File: config.mk
export PLATFORM = sky130hd
export DESIGN_NAME = moc_stats_top
export DESIGN_NICKNAME = d
export VERILOG_FILES = /design/src/include/moc_pkg.sv /design/src/design/moc_stat_counter.sv /design/src/design/moc_stats_top.sv
export SDC_FILE = /design/constraint.sdc
export NUM_CORES = 1
export LEC_CHECK = 0
export BUFFER_PORTS_ARGS = -buffer_cell sky130_fd_sc_hd__clkbuf_2
export CAP_MARGIN = 20
export CORE_UTILIZATION = 59
export CTS_BUF_LIST = sky130_fd_sc_hd__clkbuf_8
export CTS_CLUSTER_DIAMETER = 30
export DETAILED_ROUTE_END_ITERATION = 6
export PLACE_DENSITY = 0.9
export SLEW_MARGIN = 20
export SYNTH_ARGS = -nofsm -noshare
export SYNTH_HDL_FRONTEND = slang
export SYNTH_SLANG_ARGS = --single-unit
File: constraint.sdc
create_clock -name ref_clk_i -period 4.1 [get_ports ref_clk_i]
set_input_delay 0.205 -clock ref_clk_i [delete_from_list [all_inputs] [get_ports ref_clk_i]]
set_output_delay 0.205 -clock ref_clk_i [all_outputs]
set_load 0.02 [all_outputs]
File: src/include/moc_pkg.sv
// Package: register map, event carriers and constants of the octet/collision statistics block
package moc_pkg;

  localparam int          CNT_W         = 32;
  localparam int          OCTET_W       = 16;
  localparam int          NUM_CNT       = 3;
  localparam int          VLAN_TAG_OCTETS = 4;

  // Counter offsets, identical in the I/O and the memory window
  localparam logic [7:0]  RX_OCTET_OFFSET  = 8'ha8;
  localparam logic [7:0]  TX_OCTET_OFFSET  = 8'hb0;
  localparam logic [7:0]  ONE_COL_OFFSET   = 8'hb4;

  localparam logic [31:0] CNT_RESET_VALUE  = 32'h0000_0000;
  localparam logic [31:0] CNT_THRESHOLD    = 32'hc000_0000;
  localparam logic [31:0] UNMAPPED_VALUE   = 32'h0000_0000;

  // Configuration space: power-management capability
  localparam logic [7:0]  CAP_ID_OFFSET    = 8'h50;
  localparam logic [7:0]  CAP_ID_POWER_MGT = 8'h01;
  localparam logic [7:0]  CFG_UNMAPPED     = 8'h00;

  // Counter indices in the per-counter mask
  localparam int          IDX_RX  = 0;
  localparam int          IDX_TX  = 1;
  localparam int          IDX_COL = 2;
  localparam logic [1:0]  IDX_NONE = 2'h3;

  typedef struct packed {
    logic               done;
    logic               good;
    logic               too_long;
    logic               fcs_err;
    logic               len_err;
    logic               align_err;
    logic               overrun;
    logic               vlan_stripped;
    logic [OCTET_W-1:0] octets;
  } moc_rx_event_type;

  typedef struct packed {
    logic               done;
    logic               good;
    logic               vlan_inserted;
    logic [3:0]         collisions;
    logic [OCTET_W-1:0] octets;
  } moc_tx_event_type;

  typedef struct packed {
    logic               rd;
    logic               wr;
    logic               mem_window;
    logic [7:0]         offset;
    logic [CNT_W-1:0]   wdata;
  } moc_reg_req_type;

  typedef struct packed {
    logic               rd;
    logic [7:0]         addr;
  } moc_cfg_req_type;

endpackage

File: src/design/moc_stat_counter.sv
// Module: one wrapping statistics counter with software load and threshold detect
module moc_stat_counter #(
  parameter int               WIDTH  = 32,
  parameter int               AMT_W  = 16,
  parameter logic [WIDTH-1:0] THRESH = 32'hc000_0000,
  parameter logic [WIDTH-1:0] RESET  = 32'h0000_0000
) (
  input  wire logic             ref_clk_i,
  input  wire logic             rst_i,
  input  wire logic             count_en_i,
  input  wire logic             inc_valid_i,
  input  wire logic [AMT_W-1:0] inc_amount_i,
  input  wire logic             load_i,
  input  wire logic [WIDTH-1:0] load_value_i,
  output logic      [WIDTH-1:0] value_o,
  output logic                  thresh_hit_o
);

  logic [WIDTH:0]   wide_sum;
  logic [WIDTH-1:0] next_value;
  logic             step;

  assign step       = count_en_i && inc_valid_i && !load_i;
  assign wide_sum   = {1'b0, value_o} + {{(WIDTH + 1 - AMT_W){1'b0}}, inc_amount_i};
  // Carry dropped on purpose: all-ones rolls over to zero
  assign next_value = wide_sum[WIDTH-1:0];
  // Octet steps can jump past the exact value, so detect the crossing
  assign thresh_hit_o = step && (value_o < THRESH) && (wide_sum >= {1'b0, THRESH});

  always_ff @(posedge ref_clk_i or posedge rst_i) begin
    if (rst_i) begin
      value_o <= RESET;
    end else if (load_i) begin
      value_o <= load_value_i;
    end else if (step) begin
      value_o <= next_value;
    end
  end

endmodule // moc_stat_counter

File: src/design/moc_stats_top.sv
// Module: receive/transmit octet and single-collision statistics with capability ID byte
module moc_stats_top #(
  parameter int CNT_W   = moc_pkg::CNT_W,
  parameter int OCTET_W = moc_pkg::OCTET_W
) (
  input  wire logic                     ref_clk_i,
  input  wire logic                     rst_i,
  input  wire moc_pkg::moc_rx_event_type rx_event_i,
  input  wire moc_pkg::moc_tx_event_type tx_event_i,
  input  wire logic                     global_counting_enable_i,
  input  wire logic [2:0]               per_counter_mask_i,
  input  wire logic                     stats_threshold_clear_i,
  input  wire moc_pkg::moc_reg_req_type  reg_req_i,
  input  wire moc_pkg::moc_cfg_req_type  cfg_req_i,
  output logic      [CNT_W-1:0]         reg_rdata_o,
  output logic                          reg_rvalid_o,
  output logic      [7:0]               cfg_rdata_o,
  output logic                          cfg_rvalid_o,
  output logic                          stats_threshold_flag_o
);

  ////////////////////////////////////////////////////////////////////////////////
  // Decode

  // Same offset map whichever window carried the access
  function automatic logic [1:0] counter_index(input logic [7:0] offset);
    unique case (offset)
      moc_pkg::RX_OCTET_OFFSET: counter_index = 2'(moc_pkg::IDX_RX);
      moc_pkg::TX_OCTET_OFFSET: counter_index = 2'(moc_pkg::IDX_TX);
      moc_pkg::ONE_COL_OFFSET:  counter_index = 2'(moc_pkg::IDX_COL);
      default:                  counter_index = moc_pkg::IDX_NONE;
    endcase
  endfunction

  logic [1:0]         wr_index;
  logic [1:0]         rd_index;
  logic [2:0]         count_en;
  logic [2:0]         inc_valid;
  logic [2:0]         load;
  logic [2:0]         thresh_hit;
  logic [OCTET_W-1:0] inc_amount [3];
  logic [CNT_W-1:0]   cnt_value  [3];
  logic [OCTET_W-1:0] rx_amount;
  logic [OCTET_W-1:0] tx_amount;
  logic               rx_counted;
  logic               tx_counted;
  logic               one_col_counted;

  assign wr_index = counter_index(reg_req_i.offset);
  assign rd_index = counter_index(reg_req_i.offset);

  ////////////////////////////////////////////////////////////////////////////////
  // Frame qualification

  assign rx_counted = rx_event_i.done && rx_event_i.good && !rx_event_i.too_long && !rx_event_i.fcs_err
                      && !rx_event_i.len_err && !rx_event_i.align_err && !rx_event_i.overrun;
  // Stripped tags never reach the length field, so they are added back
  assign rx_amount  = rx_event_i.octets + (rx_event_i.vlan_stripped ?
                      OCTET_W'(moc_pkg::VLAN_TAG_OCTETS) : '0);
  assign tx_counted = tx_event_i.done && tx_event_i.good;
  assign tx_amount  = tx_event_i.octets + (tx_event_i.vlan_inserted ?
                      OCTET_W'(moc_pkg::VLAN_TAG_OCTETS) : '0);
  assign one_col_counted = tx_event_i.done && tx_event_i.good && (tx_event_i.collisions == 4'h1);

  assign inc_valid     = {one_col_counted, tx_counted, rx_counted};
  assign inc_amount[0] = rx_amount;
  assign inc_amount[1] = tx_amount;
  assign inc_amount[2] = OCTET_W'(1);

  ////////////////////////////////////////////////////////////////////////////////
  // Counters

  for (genvar i = 0; i < moc_pkg::NUM_CNT; i++) begin : g_cnt
    assign count_en[i] = global_counting_enable_i && !per_counter_mask_i[i];
    // A write in the same cycle as a count wins; the event is dropped
    assign load[i]     = reg_req_i.wr && (wr_index == 2'(i));
    moc_stat_counter #(
      .WIDTH  (CNT_W),
      .AMT_W  (OCTET_W),
      .THRESH (moc_pkg::CNT_THRESHOLD),
      .RESET  (moc_pkg::CNT_RESET_VALUE)
    ) u_cnt (
      .ref_clk_i    (ref_clk_i),
      .rst_i        (rst_i),
      .count_en_i   (count_en[i]),
      .inc_valid_i  (inc_valid[i]),
      .inc_amount_i (inc_amount[i]),
      .load_i       (load[i]),
      .load_value_i (reg_req_i.wdata),
      .value_o      (cnt_value[i]),
      .thresh_hit_o (thresh_hit[i])
    );
  end

  ////////////////////////////////////////////////////////////////////////////////
  // Status flag

  // Set wins over clear so a crossing is never lost
  always_ff @(posedge ref_clk_i or posedge rst_i) begin
    if (rst_i) begin
      stats_threshold_flag_o <= 1'b0;
    end else if (|thresh_hit) begin
      stats_threshold_flag_o <= 1'b1;
    end else if (stats_threshold_clear_i) begin
      stats_threshold_flag_o <= 1'b0;
    end
  end

  ////////////////////////////////////////////////////////////////////////////////
  // Register read port

  always_ff @(posedge ref_clk_i or posedge rst_i) begin
    if (rst_i) begin
      reg_rvalid_o <= 1'b0;
    end else begin
      reg_rvalid_o <= reg_req_i.rd;
    end
  end

  always_ff @(posedge ref_clk_i or posedge rst_i) begin
    if (rst_i) begin
      reg_rdata_o <= moc_pkg::UNMAPPED_VALUE;
    end else if (reg_req_i.rd) begin
      if (rd_index == moc_pkg::IDX_NONE) begin
        reg_rdata_o <= moc_pkg::UNMAPPED_VALUE;
      end else begin
        reg_rdata_o <= cnt_value[rd_index];
      end
    end
  end

  ////////////////////////////////////////////////////////////////////////////////
  // Configuration read port

  always_ff @(posedge ref_clk_i or posedge rst_i) begin
    if (rst_i) begin
      cfg_rvalid_o <= 1'b0;
    end else begin
      cfg_rvalid_o <= cfg_req_i.rd;
    end
  end

  always_ff @(posedge ref_clk_i or posedge rst_i) begin
    if (rst_i) begin
      cfg_rdata_o <= moc_pkg::CFG_UNMAPPED;
    end else if (cfg_req_i.rd) begin
      cfg_rdata_o <= (cfg_req_i.addr == moc_pkg::CAP_ID_OFFSET) ?
                     moc_pkg::CAP_ID_POWER_MGT : moc_pkg::CFG_UNMAPPED;
    end
  end

  ////////////////////////////////////////////////////////////////////////////////
  // Assertions

  logic [CNT_W-1:0] rx_step32;
  logic [CNT_W-1:0] tx_step32;

  assign rx_step32 = CNT_W'(rx_amount);
  assign tx_step32 = CNT_W'(tx_amount);

  property p_rx_count;
    @(posedge ref_clk_i) disable iff (rst_i)
    (rx_counted && count_en[0] && !load[0]) |=> (cnt_value[0] == $past(cnt_value[0]) + $past(rx_step32));
  endproperty
  a_rx_count: assert property (p_rx_count) else $error("Receive octet counter missed a good frame");

  property p_rx_err;
    @(posedge ref_clk_i) disable iff (rst_i)
    (rx_event_i.done && (rx_event_i.fcs_err || rx_event_i.too_long || rx_event_i.overrun
     || rx_event_i.len_err || rx_event_i.align_err) && !load[0]) |=> $stable(cnt_value[0]);
  endproperty
  a_rx_err: assert property (p_rx_err) else $error("Errored receive frame was counted");

  property p_wrap;
    @(posedge ref_clk_i) disable iff (rst_i)
    (cnt_value[2] == '1 && one_col_counted && count_en[2] && !load[2]) |=> (cnt_value[2] == '0);
  endproperty
  a_wrap: assert property (p_wrap) else $error("Counter did not roll over to zero");

  property p_vlan;
    @(posedge ref_clk_i) disable iff (rst_i)
    (rx_counted && rx_event_i.vlan_stripped && count_en[0] && !load[0])
    |=> (cnt_value[0] - $past(cnt_value[0]) == CNT_W'($past(rx_event_i.octets)) + 32'h0000_0004);
  endproperty
  a_vlan: assert property (p_vlan) else $error("Stripped tag octets not counted");

  property p_flag;
    @(posedge ref_clk_i) disable iff (rst_i)
    ($past(cnt_value[1]) < moc_pkg::CNT_THRESHOLD && cnt_value[1] >= moc_pkg::CNT_THRESHOLD
     && !$past(load[1])) |-> stats_threshold_flag_o;
  endproperty
  a_flag: assert property (p_flag) else $error("Threshold crossing did not raise the flag");

  property p_gate;
    @(posedge ref_clk_i) disable iff (rst_i)
    (!global_counting_enable_i && !reg_req_i.wr) |=> ($stable(cnt_value[0]) && $stable(cnt_value[1])
                                                     && $stable(cnt_value[2]));
  endproperty
  a_gate: assert property (p_gate) else $error("Counter moved while disabled");

  property p_tx_count;
    @(posedge ref_clk_i) disable iff (rst_i)
    (tx_counted && count_en[1] && !load[1]) |=> (cnt_value[1] == $past(cnt_value[1]) + $past(tx_step32));
  endproperty
  a_tx_count: assert property (p_tx_count) else $error("Transmit octet counter missed a frame");

  property p_col;
    @(posedge ref_clk_i) disable iff (rst_i)
    (tx_event_i.done && tx_event_i.collisions != 4'h1 && !load[2]) |=> $stable(cnt_value[2]);
  endproperty
  a_col: assert property (p_col) else $error("Single-collision counter took a wrong frame");

  property p_cap;
    @(posedge ref_clk_i) disable iff (rst_i)
    (cfg_req_i.rd && cfg_req_i.addr == moc_pkg::CAP_ID_OFFSET) |=> (cfg_rvalid_o && cfg_rdata_o == 8'h01);
  endproperty
  a_cap: assert property (p_cap) else $error("Capability ID byte is wrong");

  property p_window;
    @(posedge ref_clk_i) disable iff (rst_i)
    (reg_req_i.rd && reg_req_i.offset == moc_pkg::RX_OCTET_OFFSET)
    |=> (reg_rvalid_o && reg_rdata_o == $past(cnt_value[0]));
  endproperty
  a_window: assert property (p_window) else $error("Counter read returned wrong data");

  property p_load;
    @(posedge ref_clk_i) disable iff (rst_i)
    load[1] |=> (cnt_value[1] == $past(reg_req_i.wdata));
  endproperty
  a_load: assert property (p_load) else $error("Software write did not load the counter");

  property p_hold;
    @(posedge ref_clk_i) disable iff (rst_i)
    (per_counter_mask_i[0] && !load[0]) [*2] |=> $stable(cnt_value[0]);
  endproperty
  a_hold: assert property (p_hold) else $error("Masked counter did not hold");

  // Octet steps rarely land on all-ones, so any carry out must bring the value below its old one
  property p_wrap_rx;
    @(posedge ref_clk_i) disable iff (rst_i)
    (rx_counted && count_en[0] && !load[0] && cnt_value[0] > ~rx_step32)
    |=> (cnt_value[0] < $past(cnt_value[0]));
  endproperty
  a_wrap_rx: assert property (p_wrap_rx) else $error("Receive octet counter did not roll over");

  property p_tx_vlan;
    @(posedge ref_clk_i) disable iff (rst_i)
    (tx_counted && tx_event_i.vlan_inserted && count_en[1] && !load[1])
    |=> (cnt_value[1] - $past(cnt_value[1])
         == CNT_W'($past(tx_event_i.octets)) + CNT_W'(moc_pkg::VLAN_TAG_OCTETS));
  endproperty
  a_tx_vlan: assert property (p_tx_vlan) else $error("Inserted tag octets not counted");

  property p_flag_rx;
    @(posedge ref_clk_i) disable iff (rst_i)
    ($past(cnt_value[0]) < moc_pkg::CNT_THRESHOLD && cnt_value[0] >= moc_pkg::CNT_THRESHOLD
     && !$past(load[0])) |-> stats_threshold_flag_o;
  endproperty
  a_flag_rx: assert property (p_flag_rx) else $error("Receive crossing did not raise the flag");

  property p_flag_col;
    @(posedge ref_clk_i) disable iff (rst_i)
    ($past(cnt_value[2]) < moc_pkg::CNT_THRESHOLD && cnt_value[2] >= moc_pkg::CNT_THRESHOLD
     && !$past(load[2])) |-> stats_threshold_flag_o;
  endproperty
  a_flag_col: assert property (p_flag_col) else $error("Collision crossing did not raise the flag");

  property p_clear;
    @(posedge ref_clk_i) disable iff (rst_i)
    (stats_threshold_clear_i && !(|thresh_hit)) |=> !stats_threshold_flag_o;
  endproperty
  a_clear: assert property (p_clear) else $error("Flag did not clear");

  property p_load_rx;
    @(posedge ref_clk_i) disable iff (rst_i)
    load[0] |=> (cnt_value[0] == $past(reg_req_i.wdata));
  endproperty
  a_load_rx: assert property (p_load_rx) else $error("Write did not load the receive counter");

  property p_load_col;
    @(posedge ref_clk_i) disable iff (rst_i)
    load[2] |=> (cnt_value[2] == $past(reg_req_i.wdata));
  endproperty
  a_load_col: assert property (p_load_col) else $error("Write did not load the collision counter");

  property p_cov_flag;
    @(posedge ref_clk_i) disable iff (rst_i)
    $rose(stats_threshold_flag_o);
  endproperty
  c_cov_flag: cover property (p_cov_flag);

  property p_cov_mem_read;
    @(posedge ref_clk_i) disable iff (rst_i)
    reg_req_i.rd && reg_req_i.mem_window ##1 reg_req_i.rd && !reg_req_i.mem_window;
  endproperty
  c_cov_mem_read: cover property (p_cov_mem_read);

  property p_cov_wrap;
    @(posedge ref_clk_i) disable iff (rst_i)
    cnt_value[2] == '1 ##1 cnt_value[2] == '0;
  endproperty
  c_cov_wrap: cover property (p_cov_wrap);

  property p_cov_masked;
    @(posedge ref_clk_i) disable iff (rst_i)
    rx_counted && global_counting_enable_i && per_counter_mask_i[0];
  endproperty
  c_cov_masked: cover property (p_cov_masked);

endmodule // moc_stats_top

==> results of run 1 <==
## cells in the mapped netlist, drive strengths merged, types with 2 or more instances
library cell | instances | share of area (%)
xor2 | 51 | 4.8
a21boi | 3 | 0.24
fa | 2 | 0.43
or2 | 4 | 0.27
a22o | 2 | 0.19
xnor2 | 59 | 5.6
nor3b | 6 | 0.49
dfrtp | 132 | 36
ha | 42 | 5.7
o22ai | 16 | 1.1
and4 | 7 | 0.66
and4bb | 2 | 0.27
or3 | 2 | 0.20
nand3b | 3 | 0.24
a211oi | 9 | 0.73
nand3 | 37 | 2.3
o31a | 2 | 0.19
o211ai | 9 | 0.73
a22oi | 16 | 1.3
mux2 | 2 | 0.24
a21oi | 127 | 6.9
o21bai | 2 | 0.16
inv | 37 | 1.5
a31oi | 6 | 0.47
nand2b | 8 | 0.54
nand2 | 109 | 4.4
buf | 12 | 0.95
or4b | 2 | 0.26
a21o | 14 | 1.1
and2 | 6 | 0.41
nor2 | 137 | 5.6
and3 | 18 | 1.3
o21ai | 75 | 4.1
nand4 | 17 | 1.2
nor2b | 5 | 0.37
a221oi | 2 | 0.19
nor4 | 9 | 0.94
mux2i | 24 | 2.6
o21a | 6 | 0.49
or3b | 2 | 0.19
clkbuf | 47 | 2.1
nor3 | 23 | 1.4
a211o | 3 | 0.28
## worst max-delay path: stages
cell and delay [ps]:
clkbuf_2 80, ha_1 180, ha_1 220, inv_1 50
nor3_1 430, nand3_1 160, xnor2_1 160, ha_1 410
o211ai_1 180, nor3_1 220, a21oi_1 80, a31oi_1 380
and2_0 350, nand4_1 160, xor2_1 190, a21oi_1 100
## sequential cells by signal, summed over array words and instances (netlist names)
| name | flops |
|---|---|
| g_cnt.u_cnt.value_o | 96 |
| cfg_rdata_o | 1 |
| reg_rvalid_o | 1 |
| stats_threshold_flag_o | 1 |
| cfg_rvalid_o | 1 |
| reg_rdata_o | 32 |
## timing repair
item | in CTS | in global routing
hold buffers | 3 | 0
hold endpoints to repair | 71 | 0
endpoints found under the setup margin | 0 | 0
## power breakdown
group / internal [W] / total [W] / switching, W
sequential: 0.00146 / 0.00165 / 0.000190
clock: 0.000693 / 0.00123 / 0.000534
combinational: 0.000609 / 0.00140 / 0.000795
total: 0.00276 / 0.00428 / 0.00152
## through the flow
stage                     total power, W  instance area, µm²
after floorplan                  0.00266                9250
after global placement           0.00296               10000
after detailed placement         0.00303               10000
after CTS                        0.00424               10500
after global routing             0.00450               10500
final                            0.00428               10500
## layer usage
layer,wire [µm],up-vias,global-route usage (%)
met5,0,-,0
met4,950,0,14.3
met3,2540,99,6.07
met2,11200,497,48.5
met1,10400,4043,44.9
li1,-,4131,-
## final cells by class
type,count,area share [%]
well taps,188,2.24
repair buffers,157,7.96
clock buffers,19,2.49
inverters,38,1.38
multi-input cells,886,52.7
flip-flops and latches,132,31.5
clock inverters,13,1.74
## path summary, 6_finish.rpt
kind / start / to
max: rx_event_i[2] / g_cnt[0].u_cnt.value_o[21]
min: reg_req_i[0] / g_cnt[2].u_cnt.value_o[0]
max reg2reg: g_cnt[1].u_cnt.value_o[0] / stats_threshold_flag_o
min reg2reg: reg_rdata_o[26] / reg_rdata_o[26]
max in group asynchronous: rst_i / reg_rdata_o[4]
min in group asynchronous: rst_i / reg_rdata_o[25]
## placed cells by master, fill, tap and decap left out, drive strengths merged, types with 3 or more instances in the layout
| cell type | netlist | final |
|---|---|---|
| clkbuf | 47 | 159 |
| nor2 | 137 | 137 |
| dfrtp | 132 | 132 |
| a21oi | 127 | 127 |
| nand2 | 109 | 109 |
| o21ai | 75 | 75 |
| xnor2 | 59 | 59 |
| xor2 | 51 | 51 |
| ha | 42 | 42 |
| inv | 37 | 40 |
| nand3 | 37 | 37 |
| mux2i | 24 | 24 |
| nor3 | 23 | 23 |
| and3 | 18 | 18 |
| nand4 | 17 | 17 |
| o22ai | 16 | 16 |
| a22oi | 16 | 16 |
| a21o | 14 | 14 |
| buf | 12 | 14 |
| a211oi | 9 | 9 |
| o211ai | 9 | 9 |
| nor4 | 9 | 9 |
| nand2b | 8 | 8 |
| and4 | 7 | 7 |
| conb | 1 | 7 |
| o21a | 6 | 6 |
| nor3b | 6 | 6 |
| and2 | 6 | 6 |
| a31oi | 6 | 6 |
| clkinvlp | 0 | 5 |
| nor2b | 5 | 5 |
| bufinv | 0 | 4 |
| or2 | 4 | 4 |
| a211o | 3 | 3 |
| a21boi | 3 | 3 |
| nand3b | 3 | 3 |
| dlygate4sd3 | 0 | 3 |
## logic make-up (layout without fill, tap and decap cells)
kind of cell / count (synthesis) / in the layout / synth area share [%]
xor+xnor: 110 / 110 / 10.4
compound gates: 299 / 299 / 18.9
other cells: 1 / 7 / 0.0407
simple gates: 400 / 400 / 21.2
flops: 132 / 132 / 35.8
mux: 26 / 26 / 2.85
buf+inv: 97 / 227 / 4.63
fa+ha+maj: 44 / 44 / 6.13
==> results by group, run 1 <==
Clock network
  – CTS buffer count: 17
  – CTS tree: done
  – Post-CTS setup buffer count: 0
  – Max clock buf depth: 2
  – Clk Latency, worst-skew pair: 450 ps
  – Post-CTS sizing: 0
  – CTS root buffer: clkbuf_8
  – Clk slew on worst S/H paths: 80 ps
  – Clock sink count: 132
  – CTS H-tree depth: 4

Route
  – First-pass detailed-route iteration total: 6
  – WL per Instance: about 18 µm
  – Routed Wire Length: around 25000 µm
  – ANT nets after route: 0
  – DRC: 0
  – Detailed Route Iter0 Violations: ~1300
  – Via density per instance: between 6 and 7
  – Vias: 8770

Global route
  – All-Layer GR Usage: roughly 32%
  – Number of global-route vias before repair: around 8200
  – Largest net degree at the start of global routing: between 70 and 80
  – Total gr overflow: 0
  – Global-route wire length before repair: 40600 µm
  – Initial antenna violation count: 0

STA
  – Worst Clk Skew: 13.1 ps
  – Tightest Pin Transition: 943 ps
  – F_max: just over 300 MHz
  – Final setup violation count: 0
  – TNS Setup: 0 ps
  – Final period util: 79.1%
  – Slew Limit Fails: 0
  – Fin Hold WS: about 29 ps
  – Fin crit period: between 3000 and 4000 ps
  – Final setup margin: roughly 860 ps
  – RSZ-0062 raised after global routing: no
  – Endpoints failing hold: 0
  – Relative slew slack: around 37%

Hold path
  – Worst hold path type: in -> reg
  – Hold Crit Depth: 3

Synthesis
  – Async SR Flop Fraction: 100%
  – Synth unique cells: 71
  – Post-Syn Area: between 9000 and 10000 µm²
  – Synth Flop Type: dfrtp_1
  – Synth Area per Inst: a little over 8 µm²
  – Seq/Total Area, Yosys: 35.8%
  – Synth Register Bits: 132
  – EDFF count, synth: 0
  – Syn. warnings: 0
  – Post-Synthesis Cells: around 1100

Setup path
  – Crit start category: input port
  – CP Capture Type: flip-flop
  – Critical Path AT: ~3500 ps
  – Critical Path RT: about 4400 ps
  – R2R Setup Slk: about 920 ps
  – Critical path fanouts, max: 7
  – Crit Path Class: in -> reg
  – Reg2Reg Depth: 12

Finish
  – Post-Layout Cell Count: 1433
  – Total Nets Final: about 1400
  – Area taken by multi-input logic gates: around 5500 µm²
  – Ant. Diodes: 0
  – Layout area overhead: 13.8%
  – Layout Utilization: 69.1%
  – Ratio of cells with drive above 1 in the final layout: around 17%
  – Fill cell count: approximately 1100
  – FF/Latch Area: between 3000 and 4000 µm²

Power
  – P per Cell Area: 407 nW/µm²
  – Leak Pwr: approximately 4.7 nW
  – IR drop worst, VDD: 0.236 mV

Floorplan
  – Die width: between 100 and 150 µm
  – Die footprint: between 15000 and 20000 µm²
  – Initial Utilization: around three fifths
  – I/O pin count: around 150
  – Die height: ~130 µm
  – Placeable Area: between 15000 and 20000 µm²
  – Placement Rows: 45

Place
  – PortBufs: 140
  – Post-DP HPWL: 18200 µm
  – Place WS: approximately 430 ps
  – GPL Wtd Cong: roughly 0.94
  – Inst Count DP: 1398

Run
  – Max Cap Viol: 0

Run status
  – Status: finished, final reports clean
No activity file was read; power rests on OpenSTA's default activity.
==> run 2, diff against run 1 <==
==> constraint.sdc (replaced) <==
create_clock -name ref_clk_i -period 3.2 [get_ports ref_clk_i]
set_input_delay 0.16 -clock ref_clk_i [delete_from_list [all_inputs] [get_ports ref_clk_i]]
set_output_delay 0.16 -clock ref_clk_i [all_outputs]
set_load 0.02 [all_outputs]
==> results by group, run 2 (synthesis results as in run 1) <==
Run status
  – Status: finished, final reports clean

Finish
  – Ratio of cells with drive above 1 in the final layout: between 10% and 20%
  – Layout area overhead: 16.5%
  – Largest register FFs: 96
  – FF/Latch Area: approximately 3300 µm²
  – Total Nets Final: about 1400
  – Final instance area: between 10000 and 15000 µm²
  – Commonest non-fill, non-tap cells in the layout: clkbuf_2 (140), nor2_1 (137), dfrtp_1 (132), a21oi_1 (127), nand2_1 (108)
  – Layout Utilization: around 70%
  – Area taken by multi-input logic gates: between 5000 and 6000 µm²
  – Ant. Diodes: 0
  – Fill cell count: roughly 1100
  – Regs by FF count: g_cnt.u_cnt.value_o x96, reg_rdata_o x32
  – Commonest non-fill, non-tap cell in the layout: clkbuf_2
  – Most flops, register: g_cnt.u_cnt.value_o

Power
  – Leak Pwr: between 4 and 5 nW
  – IR drop worst, VDD: between 0.3 and 0.4 mV
  – Final total power: 0.00543 W
  – P per Cell Area: approximately 500 nW/µm²

Clock network
  – Max clock buf depth: 2
  – Clk slew on worst S/H paths: approximately 70 ps
  – CTS root buffer: clkbuf_8
  – Post-CTS setup buffer count: 0
  – CTS H-tree depth: 4
  – CTS tree: done
  – Clk Latency, worst-skew pair: about 450 ps
  – Clock sink count: around 130
  – CTS buffer count: 17

STA
  – Tightest Pin Transition: just over 900 ps
  – Endpoints failing hold: 0
  – F_max: ~330 MHz
  – Final setup margin: between 100 and 150 ps
  – RSZ-0062 raised after global routing: no
  – Final setup violation count: 0
  – Worst Clk Skew: approximately 11 ps
  – Fin crit period: about 3100 ps
  – Final period util: roughly 96%
  – Slew Limit Fails: 0
  – Relative slew slack: between 30% and 40%

Setup path
  – Critical Path RT: ~3500 ps
  – Slowest cell on the critical path: dfrtp_1
  – Worst path max stage delay: 410 ps
  – Worst-path cell chain: ha_1 > inv_1 > fa_1 > nand2b_1 > a211o_1 > a31oi_2 > a31o_2 > a31oi_2 > buf_4 > nor2b_2 > nor3_1 > or3b_1
  – Critical Path AT: ~3400 ps
  – Critical path fanouts, max: 4
  – Crit Path Class: reg -> reg
  – Crit start category: flip-flop
  – CP Capture Type: flip-flop
  – Most frequent CP cell: a31oi_2

Route
  – WL per Instance: ~18 µm
  – DRC: 0
  – ANT nets after route: 0
  – Detailed Route Iter0 Violations: 872
  – First-pass detailed-route iteration total: 6
  – Routed Wire Length: approximately 26000 µm
  – Vias: around 9000
  – Via density per instance: around 6

Hold path
  – Worst hold path type: in -> reg

Floorplan
  – Placeable Area: 15200 µm²
  – Initial Utilization: ~60%
  – Placement Rows: 45
  – Die footprint: about 16000 µm²
  – Die height: 127 µm
  – I/O pin count: around 150
  – Die width: ~130 µm

Global route
  – Initial antenna violation count: 0
  – Number of global-route vias before repair: 8218
  – Total gr overflow: 0
  – Largest net degree at the start of global routing: 65
  – Global-route wire length before repair: 41000 µm
  – All-Layer GR Usage: about a third

Run
  – Max Cap Viol: 0

Place
  – GPL Wtd Cong: roughly 0.98
  – Area after DPL: between 10000 and 15000 µm²
  – Place WS: -52.5 ps
  – Post-DP HPWL: roughly 19000 µm
  – PortBufs: 140
## run 2: cell count changes in the layout (fill, tap and decap cells not counted), moves of 2 or more
| cell | change |
|---|---|
| buf_4 | +27 |
| dlygate4sd3_1 | +8 |
| inv_1 | -2 |
| clkinv_2 | +3 |
| bufinv_16 | -2 |
## run 2: final cells by class
| class | count | share of cell area, % |
|---|---|---|
| clock buffer | 20 | 2.56 |
| clock inverter | 9 | 0.990 |
| inverter | 38 | 1.36 |
| multi-input combinational | 886 | 51.6 |
| sequential | 132 | 30.7 |
| tap | 188 | 2.19 |
| timing repair buffer | 193 | 10.6 |
## run 2: what timing repair did
action,in CTS,in global routing
endpoints found under the setup margin,0,2
endpoints found under the hold margin,56,0
resized for setup,0,2
hold buffers,11,0
## run 2: layer usage
metal  track usage (%)  share of wire, %  wire (µm)
met1              42.8                41      10600
met2              50.6                45      11500
met5                 0                 0          0
met3              7.29               9.7       2500
met4              15.4               4.3       1100
## run 2: worst paths after layout
kind / from / end / slack (ps) / cells after the start
worst max-delay path: g_cnt[1].u_cnt.value_o[0] / stats_threshold_flag_o / 140 / 12
worst min-delay path: reg_req_i[1] / g_cnt[2].u_cnt.value_o[1] / 3 / 3
worst max register to register: g_cnt[1].u_cnt.value_o[0] / stats_threshold_flag_o / 140 / 12
worst min register to register: reg_rdata_o[26] / reg_rdata_o[26] / 520 / 2
max in group asynchronous: rst_i / reg_rdata_o[12] / 1890 / 4
min in group asynchronous: rst_i / reg_rdata_o[28] / 430 / 3
## run 2: per-stage QoR
step	std cells	hold slack, ps	setup TNS (ps)
after floorplan	1115	191	0
after global placement	1426	295	0
after detailed placement	1426	313	-52.5
after CTS	1466	0.435	0
after global routing	1466	3.98	0
final	1466	2.54	0
## run 2: power breakdown
part           leakage, nW  internal, W  switching, W
Sequential            1.76      0.00187      0.000263
Clock                0.188     0.000737      0.000649
Combinational         2.88     0.000874       0.00104
Total                 4.82      0.00348       0.00195
## run 2: critical path: cells and delay by family, from the launching register on
family	cells	cell delay [ps]
AO/OA/AOI/OAI	4	860
AND/OR/NAND/NOR	4	790
buffers and inverters	2	250
flip-flops	1	410
adder cells (fa/ha/maj)	2	640
